**src/hdl/scs_defines.svh**
```systemverilog
// constants of the system clock switch
`ifndef SCS_DEFINES_SVH
`define SCS_DEFINES_SVH

`define SCS_MODE_RESET 8'hF4
`define SCS_FAST_EN_BIT 4
`define SCS_SLOW_EN_BIT 2
`define SCS_SEL_HI 7
`define SCS_SEL_LO 5
`define SCS_SEL_B0 3

`define SCS_CODE_DIV2 4'h2
`define SCS_CODE_DIV4 4'h0
`define SCS_CODE_DIV8 4'h3
`define SCS_CODE_DIV16 4'h1
`define SCS_CODE_DIV32 4'h7
`define SCS_CODE_SLOW 4'hE

`define SCS_LIM_DIV2 5'h01
`define SCS_LIM_DIV4 5'h03
`define SCS_LIM_DIV8 5'h07
`define SCS_LIM_DIV16 5'h0F
`define SCS_LIM_DIV32 5'h1F
`define SCS_PRE_ONE 5'h01

`define SCS_FAST_PERIOD 2
`define SCS_SLOW_PERIOD 32
`define SCS_OSC_CNT_W 6
`define SCS_OSC_CNT_ONE 6'h01

`define SCS_MODE_FAST_DIV2 8'h34
`define SCS_MODE_FAST_DIV4 8'h14
`define SCS_MODE_SLOW_KEEP 8'hF4

`endif

```
**src/hdl/scs_pkg.sv**
```systemverilog
// types of the system clock switch
package scs_pkg;
	typedef enum logic [2:0] {SEL_DIV2, SEL_DIV4, SEL_DIV8, SEL_DIV16, SEL_DIV32, SEL_SLOW} scs_sel_t;
	typedef enum logic [1:0] {ST_RUN, ST_DRAIN, ST_SYNC} scs_state_t;
	typedef struct packed {
		logic [7:0] mode;
		scs_sel_t sel;
		scs_state_t st;
		logic [4:0] pre;
		logic tick;
	} scs_regs_t;
	typedef struct packed {
		logic [5:0] cnt;
		logic tick;
	} scs_osc_regs_t;
endpackage

```
**src/hdl/scs_osc_if.sv**
```systemverilog
// enable and tick between the switch and one oscillator model
`timescale 1ns/1ps
`default_nettype none
interface scs_osc_if;
	logic en;
	logic tick;
	modport ctrl (output en, input tick);
	modport osc (input en, output tick);
endinterface
`default_nettype wire

```
**src/hdl/scs_clock_switch.sv**
```systemverilog
// clock mode register and glitch free system clock selection
`timescale 1ns/1ps
`default_nettype none
`include "scs_defines.svh"
// Functional notes
// - Software may rewrite clock mode any time; new clock follows that write.
// - Mode 0x34 selects fast divided by two, slow oscillator kept on.
// - Mode 0xF4 selects slow with fast on; fast turned off later.
// - Slow oscillator may be cleared later; clearing its bit stops it.
// - Mode 0x14 from fast divided by two selects fast divided by four.
// - Bit 4 enables fast oscillator, bit 2 slow, independently.
// - After reset both oscillators are enabled.
module scs_clock_switch (
	input wire logic sys_clk,
	input wire logic rst,
	input wire logic modeWrEn,
	input wire logic [7:0] modeWrData,
	output logic [7:0] clkModeQ,
	output logic fastOscEn,
	output logic slowOscEn,
	output logic sysClkTick,
	output logic sysClkSlow,
	output logic switchBusy
);
	scs_pkg::scs_regs_t r_q, r_d;
	logic [1:0] oscEn;
	logic [1:0] oscTick;
	logic srcTick;
	logic divDone;
	scs_pkg::scs_sel_t wantSel;

	function automatic scs_pkg::scs_sel_t decodeSel(input logic [7:0] m);
		logic [3:0] code;
		code = {m[`SCS_SEL_HI:`SCS_SEL_LO], m[`SCS_SEL_B0]};
		case (code)
			`SCS_CODE_DIV2: decodeSel = scs_pkg::SEL_DIV2;
			`SCS_CODE_DIV4: decodeSel = scs_pkg::SEL_DIV4;
			`SCS_CODE_DIV8: decodeSel = scs_pkg::SEL_DIV8;
			`SCS_CODE_DIV16: decodeSel = scs_pkg::SEL_DIV16;
			`SCS_CODE_DIV32: decodeSel = scs_pkg::SEL_DIV32;
			default: decodeSel = scs_pkg::SEL_SLOW;
		endcase
	endfunction

	function automatic logic [4:0] divLimit(input scs_pkg::scs_sel_t s);
		case (s)
			scs_pkg::SEL_DIV2: divLimit = `SCS_LIM_DIV2;
			scs_pkg::SEL_DIV4: divLimit = `SCS_LIM_DIV4;
			scs_pkg::SEL_DIV8: divLimit = `SCS_LIM_DIV8;
			scs_pkg::SEL_DIV16: divLimit = `SCS_LIM_DIV16;
			scs_pkg::SEL_DIV32: divLimit = `SCS_LIM_DIV32;
			default: divLimit = '0;
		endcase
	endfunction

	// index 0 is the fast oscillator, index 1 the slow one
	genvar gi;
	generate
		for (gi = 0; gi < 2; gi++) begin : gOsc
			scs_osc_if oscBus ();
			scs_osc_tick #(
				.PERIOD(gi == 0 ? `SCS_FAST_PERIOD : `SCS_SLOW_PERIOD)
			) uOsc (
				.clk(sys_clk),
				.rst(rst),
				.bus(oscBus.osc)
			);
			assign oscBus.en = oscEn[gi];
			assign oscTick[gi] = oscBus.tick;
		end
	endgenerate

	// each enable bit drives only its own oscillator
	assign oscEn[0] = r_q.mode[`SCS_FAST_EN_BIT];
	assign oscEn[1] = r_q.mode[`SCS_SLOW_EN_BIT];

	assign wantSel = decodeSel(r_q.mode);
	assign srcTick = (r_q.sel == scs_pkg::SEL_SLOW) ? oscTick[1] : oscTick[0];
	assign divDone = srcTick && (r_q.pre == divLimit(r_q.sel));

	always_comb begin
		r_d = r_q;
		r_d.tick = 1'b0;
		if (modeWrEn) begin
			r_d.mode = modeWrData;
		end
		case (r_q.st)
			scs_pkg::ST_RUN, scs_pkg::ST_DRAIN: begin
				if (srcTick) begin
					r_d.pre = divDone ? '0 : r_q.pre + `SCS_PRE_ONE;
				end
				r_d.tick = divDone;
				if (r_q.st == scs_pkg::ST_RUN && wantSel != r_q.sel) begin
					// finish the running period of the old source first
					r_d.st = scs_pkg::ST_DRAIN;
				end else if (r_q.st == scs_pkg::ST_DRAIN && divDone) begin
					r_d.sel = wantSel;
					r_d.pre = '0;
					r_d.st = scs_pkg::ST_SYNC;
				end
			end
			scs_pkg::ST_SYNC: begin
				// drop the partial first period of the new source
				if (srcTick) begin
					r_d.st = scs_pkg::ST_RUN;
				end
			end
			default: r_d.st = scs_pkg::ST_RUN;
		endcase
	end

	always_ff @(posedge sys_clk) begin
		if (rst) begin
			r_q.mode <= `SCS_MODE_RESET;
			r_q.sel <= scs_pkg::SEL_SLOW;
			r_q.st <= scs_pkg::ST_RUN;
			r_q.pre <= '0;
			r_q.tick <= 1'b0;
		end else begin
			r_q <= r_d;
		end
	end

	// a source stopped by software simply stops the system clock
	assign clkModeQ = r_q.mode;
	assign fastOscEn = r_q.mode[`SCS_FAST_EN_BIT];
	assign slowOscEn = r_q.mode[`SCS_SLOW_EN_BIT];
	assign sysClkTick = r_q.tick;
	assign sysClkSlow = (r_q.sel == scs_pkg::SEL_SLOW);
	assign switchBusy = (r_q.st != scs_pkg::ST_RUN);

	a_write_stores_mode: assert property (@(posedge sys_clk) disable iff (rst)
		modeWrEn |=> clkModeQ == $past(modeWrData)) else $error("mode write not stored");

	a_boot_both_on: assert property (@(posedge sys_clk)
		rst |=> (fastOscEn && slowOscEn && sysClkSlow)) else $error("oscillators off after reset");

	a_enable_bits_map: assert property (@(posedge sys_clk) disable iff (rst)
		modeWrEn |=> (fastOscEn == $past(modeWrData[`SCS_FAST_EN_BIT]))
			&& (slowOscEn == $past(modeWrData[`SCS_SLOW_EN_BIT])))
		else $error("enable bits do not follow mode bits 4 and 2");

	a_slow_stop: assert property (@(posedge sys_clk) disable iff (rst)
		(modeWrEn && !modeWrData[`SCS_SLOW_EN_BIT]) |=> ##1 !oscTick[1][*3])
		else $error("slow oscillator still running after its bit cleared");

	a_div2_select: assert property (@(posedge sys_clk) disable iff (rst)
		(modeWrEn && modeWrData == `SCS_MODE_FAST_DIV2 && !switchBusy
			&& oscEn[0] && oscEn[1] && !(r_q.sel == scs_pkg::SEL_DIV2))
		##1 !modeWrEn[*8] |-> ##[0:72] (r_q.sel == scs_pkg::SEL_DIV2) && slowOscEn)
		else $error("0x34 did not select fast divided by two");

	a_slow_select: assert property (@(posedge sys_clk) disable iff (rst)
		(modeWrEn && modeWrData == `SCS_MODE_SLOW_KEEP && !switchBusy && oscEn[0])
		##1 !modeWrEn[*8] |-> ##[1:120] sysClkSlow && fastOscEn)
		else $error("0xF4 did not reach slow source with fast kept on");

	a_div4_select: assert property (@(posedge sys_clk) disable iff (rst)
		(modeWrEn && modeWrData == `SCS_MODE_FAST_DIV4 && !switchBusy
			&& r_q.sel == scs_pkg::SEL_DIV2)
		##1 !modeWrEn[*8] |-> ##[0:4] r_q.sel == scs_pkg::SEL_DIV4 && slowOscEn)
		else $error("0x14 did not move divided by two to divided by four");

	a_no_runt_tick: assert property (@(posedge sys_clk) disable iff (rst)
		sysClkTick |=> !sysClkTick[*3]) else $error("system clock period shorter than four cycles");

	a_source_on_switch: assert property (@(posedge sys_clk) disable iff (rst)
		$changed(r_q.sel) |-> sysClkTick && switchBusy)
		else $error("source changed outside a period boundary");
endmodule
`default_nettype wire

```
**src/hdl/scs_osc_tick.sv**
```systemverilog
// one rc oscillator seen as a periodic enable pulse
`timescale 1ns/1ps
`default_nettype none
`include "scs_defines.svh"
module scs_osc_tick #(
	parameter int PERIOD = `SCS_FAST_PERIOD
) (
	input wire logic clk,
	input wire logic rst,
	scs_osc_if.osc bus
);
	localparam logic [5:0] LAST = 6'(PERIOD - 1);
	scs_pkg::scs_osc_regs_t r_q, r_d;

	always_comb begin
		r_d = r_q;
		r_d.tick = 1'b0;
		if (!bus.en) begin
			// stopped oscillator: no edges, phase restarts
			r_d.cnt = '0;
		end else if (r_q.cnt == LAST) begin
			r_d.cnt = '0;
			r_d.tick = 1'b1;
		end else begin
			r_d.cnt = r_q.cnt + `SCS_OSC_CNT_ONE;
		end
	end

	always_ff @(posedge clk) begin
		if (rst) begin
			r_q <= '0;
		end else begin
			r_q <= r_d;
		end
	end

	assign bus.tick = r_q.tick;

	a_osc_stops: assert property (@(posedge clk) disable iff (rst)
		!bus.en |=> !bus.tick) else $error("oscillator ticked while disabled");
endmodule
`default_nettype wire

```
**config.mk**
```make
export PLATFORM = sky130hd
export DESIGN_NAME = scs_clock_switch
export DESIGN_NICKNAME = d
export VERILOG_FILES = /design/src/hdl/scs_pkg.sv /design/src/hdl/scs_osc_if.sv /design/src/hdl/scs_clock_switch.sv /design/src/hdl/scs_osc_tick.sv
export VERILOG_INCLUDE_DIRS = /design/src /design/src/hdl
export SDC_FILE = /design/constraint.sdc
export NUM_CORES = 1
export LEC_CHECK = 0
export BUFFER_PORTS_ARGS = -buffer_cell sky130_fd_sc_hd__buf_2
export CORE_ASPECT_RATIO = 0.9
export CORE_UTILIZATION = 56
export DETAILED_ROUTE_END_ITERATION = 8
export HOLD_SLACK_MARGIN = 0.03
export PLACE_DENSITY = 0.78
export SYNTH_ARGS = -nofsm -noshare
export SYNTH_HDL_FRONTEND = slang
export SYNTH_HIERARCHICAL = 1
export SYNTH_SLANG_ARGS = --single-unit
```
**constraint.sdc**
```tcl
create_clock -name sys_clk -period 2.6 [get_ports sys_clk]
set_clock_uncertainty 0.2 [all_clocks]
set_input_delay 0 -clock sys_clk [delete_from_list [all_inputs] [get_ports sys_clk]]
set_output_delay 0 -clock sys_clk [all_outputs]
set_load 0.05 [all_outputs]
```
Word-level counts from Yosys, hierarchy flattened
Cells that the tools add are included.
{"block": "classes", "n_bitwise": 4, "n_eq_ne": 17, "n_reduce_logical": 15, "n_mux": 12, "addsub": 3}
{"operator": "5-bit one-hot mux with 5 select lines", "count": 1}
{"operator": "5-bit two-way mux", "count": 3}
{"operator": "3-bit one-hot mux with 5 select lines", "count": 1}
{"operator": "6-bit by 1-bit adder with 6-bit output, second input constant", "count": 2}
{"operator": "4-bit by 2-bit equality test with 1-bit output, second input constant", "count": 2}
{"operator": "2-bit OR reduction", "count": 4}
{"operator": "7-bit two-way mux", "count": 1}
{"operator": "3-bit by 2-bit equality test with 1-bit output, second input constant", "count": 2}
{"operator": "3-bit equality test, second input constant", "count": 2}
{"operator": "6-bit by 1-bit equality test with 1-bit output, second input constant", "count": 1}
{"operator": "6-bit by 5-bit equality test with 1-bit output, second input constant", "count": 1}
{"operator": "3-bit OR reduction", "count": 2}
{"operator": "5-bit by 1-bit adder with 5-bit output, second input constant", "count": 1}
{"operator": "5-bit equality test", "count": 1}
{"operator": "4-bit by 1-bit equality test with 1-bit output, second input constant", "count": 1}
{"operator": "4-bit by 3-bit equality test with 1-bit output, second input constant", "count": 1}
{"operator": "4-bit zero test", "count": 1}
{"operator": "2-bit two-way mux", "count": 2}
{"operator": "1-bit NOT", "count": 4}
{"operator": "2-bit one-hot mux with 2 select lines", "count": 1}
{"operator": "3-bit by 1-bit equality test with 1-bit output, second input constant", "count": 1}
{"operator": "1-bit logical AND", "count": 3}
{"operator": "3-bit zero test", "count": 1}
{"operator": "1-bit two-way mux", "count": 3}
{"operator": "9 further kinds", "count": 9}
{"block": "word_totals", "output_inout_bits": 13, "ff_bits": 33}

Logic depth before layout (Yosys ltp)
{"block": "depth", "ltp_word": 9, "ltp_mapped": 6}

By module
Netlist, hierarchy kept.
{"module": "scs_clock_switch", "area_per_inst_um2": 1149.9, "instances": 1, "cells_each": 131}
{"module": "scs_osc_tick at gOsc[0].uOsc", "area_per_inst_um2": 276.5, "instances": 1, "cells_each": 29}
{"module": "scs_osc_tick at gOsc[1].uOsc", "area_per_inst_um2": 269.0, "instances": 1, "cells_each": 28}

Least setup slack after synthesis
No wires, ideal clock.
{"block": "synth_path", "kind": "reg-to-reg", "start": "reg r_q[10] (netlist name)", "end": "reg r_q[2] (netlist name)", "slack_ns": 0.674, "arrival_time_ns": 1.594, "path_stages_with_launch": 7, "setup_ns": 0.132, "path_cell_list": "dfxtp_1 > inv_1 > or4_1 > and3_1 > clkbuf_2 > o311ai_0 > a21oi_1"}

==> flow_summary.toml <==
[synthesis]
async_flop_share_pct = 0
synth-seq-area-share_pct = 38.97
synth_edf_count = 0
synth_ff_type = "dfxtp_1"
synth_seq_cells = 33
syn_area_um2 = 1695
synth_cell_types = 50
avgSynthCellArea_um2 = 9.018
syn-num-nets = 203
synthCells = 188
yosysWarnings = 6

[layout]
num_antenna_cells = 0
nets = 238
mostFrequentLayoutCells = "dfxtp_1, buf_2, nor2_1, dlygate4sd3_1, nor2b_1"
fin_area_um2 = 2049
nFillCells = 195
multi_input_area_um2 = 908.4
seqCellArea_um2 = 660.6
drive_gt1_share_pct = 17.86
syn2layout_area_growth_pct = 20.89
utilization_pct = 72.80
final_common_cell = "dfxtp_1"

[timing]
period_share_pct = 86.28
fin_crit_ns = 2.243
setup_viol = 0
rsz0062_at_grt = "no"
hold_violations = 0
setup_tns_ns = 0
tightest_slew_ns = 0.5594
slew_headroom_pct = 62.71
drv_slew = 0
fmax_mhz = 445.8

[placed_design]
dpl-instance-area_um2 = 1764
gp_congestion = 0.8536
dpl.hpwl_mm = 2.291
portBuffers = 23

[global_routing]
grt_overflow = 0
grt_pass1_wl_mm = 6.279
first_global_vias = 1448
groute.usage.overall_pct = 26.97
antenna_found_initial = 0
grt_max_degree = 26

[pwr]
max-vdd-ir-drop_uv = 448.8
power.total_mw = 1.096
cellLeakagePower_nw = 0.7925
powerDensity_nw_per_um2 = 534.9

[routing]
drt-total-wl_mm = 3.848
drtPass1Iterations = 4
ant_nets = 0
num_vias = 1509
post_drt_via_cell_ratio = 5.716
drt-wirelength-per-cell_um = 14.58
drc_errors = 0
first_iter_violations = 48

[worst_setup_path]
path_cells = "inv_1 -> or4_1 -> and3_1 -> o311ai_0 -> a21oi_1"
cp_slowest_cell = "dfxtp_1"
crit_fanout = 12
cp_data_arrival_time_ns = 2.26
cp.required_ns = 2.61
slowest_delay_ns = 0.55
cp-start-kind = "flip-flop"
crit_type = "reg -> reg"
critPathCaptureType = "flip-flop"

[floorplan]
die_y_um = 54.20
die_w_um = 60
die_area_um2 = 3252
start_util_pct = 60.22
core_area_um2 = 2815
rows = 18
pin_count = 24

[clock_tree]
h-tree-depth = 2
cts_made_buffers = 5
ctsRootBufferMaster = "clkbuf_4"
cts_setup_buffers = 0
ctsLongestPathBuffers = 2
insertion_delay_ns = 0.33
numClockSinks = 33
cts_tree = "built"
path_clk_slew_ns = 0.10

[run]
maxCapViolations = 0

[worst_hold_path]
timing.hold.worst.class = "reg -> reg"

[outcome]
status = "finished clean"
## path summary, 6_finish.rpt
path | slack (ns) | cells after the start | to | startpoint
worst min-delay path | 0.29 | 1 | gOsc[1].uOsc/r_q[1]$_SDFF_PP0_ | gOsc[1].uOsc/r_q[1]$_SDFF_PP0_
worst max-delay path | 0.36 | 5 | r_q[2]$_SDFFE_PP0N_ | r_q[10]$_SDFFE_PP1P_
worst min register to register | 0.29 | 1 | gOsc[1].uOsc/r_q[1]$_SDFF_PP0_ | gOsc[1].uOsc/r_q[1]$_SDFF_PP0_
worst max register to register | 0.36 | 5 | r_q[2]$_SDFFE_PP0N_ | r_q[10]$_SDFFE_PP1P_
## cell families (layout without fill, tap and decap cells)
logic type / after synthesis / in the layout / synth area share, %
simple gates: 79 / 79 / 25.98
compound gates: 33 / 33 / 15.35
xor+xnor: 10 / 10 / 5.166
flops: 33 / 33 / 38.97
fa+ha+maj: 4 / 4 / 2.952
buf+inv: 22 / 58 / 7.453
mux: 7 / 7 / 4.133
## synthesized netlist by cell type, types with 2 or more instances
| cell type | count | area, um2 |
|---|---|---|
| buf_4 | 9 | 67.56 |
| a211o_1 | 5 | 43.79 |
| nor3_1 | 5 | 25.02 |
| a21oi_1 | 5 | 25.02 |
| nor3b_1 | 2 | 15.01 |
| mux2i_1 | 7 | 70.07 |
| o311ai_0 | 2 | 17.52 |
| nor2b_1 | 10 | 62.56 |
| dfxtp_1 | 33 | 660.6 |
| ha_1 | 4 | 50.05 |
| nand3b_1 | 4 | 30.03 |
| o31ai_1 | 2 | 15.01 |
| or3_1 | 2 | 12.51 |
| nor4_1 | 5 | 31.28 |
| buf_1 | 3 | 11.26 |
| nand3_1 | 7 | 35.03 |
| inv_1 | 6 | 22.52 |
| o21ai_0 | 6 | 30.03 |
| xor2_1 | 4 | 35.03 |
| nand2_1 | 8 | 30.03 |
| nand2b_1 | 6 | 37.54 |
| nor2_1 | 20 | 75.07 |
| xnor2_1 | 6 | 52.55 |
## cell type report
cell class,count,share of cell area (%)
multi-input combinational,133,44.32
sequential,33,32.23
inverter,6,1.099
timing repair buffer,44,15.75
tap,40,2.442
clock inverter,1,1.465
clock buffer,7,2.686
## power by group
| part | total [mW] | internal (mW) | switching (mW) | leakage [nW] |
|---|---|---|---|---|
| Clock | 0.409 | 0.230 | 0.179 | 0.0455 |
| Combinational | 0.146 | 0.0617 | 0.0841 | 0.478 |
| Sequential | 0.542 | 0.523 | 0.0187 | 0.269 |
| Total | 1.10 | 0.814 | 0.282 | 0.792 |
## registers in the layout, summed over array words and instances (netlist names)
register            cells
sysClkTick              1
gOsc.uOsc/bus.tick      2
gOsc.uOsc/r_q          12
r_q                    10
clkModeQ                8
## what timing repair did
| item | CTS | global route |
|---|---|---|
| gates resized for setup | 0 | 0 |
| endpoints found under the hold margin | 17 | 0 |
| hold buffers | 20 | 0 |
## metrics by stage
stage               std cells  hold slack, ns  worst slack, ns
floorplan                 188        -0.07758           0.6737
global placement          236        0.007045           0.4778
detailed placement        236         0.01380           0.3843
CTS                       264          0.2892           0.3626
global route              264          0.2969           0.1562
finish                    264          0.2914           0.3568
## routing by layer
metal / up-vias / global-route usage, % / routed length [um]
li1: 728 / - / -
met1: 716 / 28.95 / 1563
met2: 46 / 46.48 / 1907
met3: 19 / 6.971 / 178
met4: 0 / 18.99 / 199
met5: - / 0 / 0
## worst max-delay path: cells and delay by family, from the launching register on
family | cells | cell delay [ns]
and+or+nand+nor | 2 | 0.78
DFF | 1 | 0.55
AOI/OAI and AO/OA | 2 | 0.44
buffers and inverters | 1 | 0.16
Power figures use the tool's default switching activity.
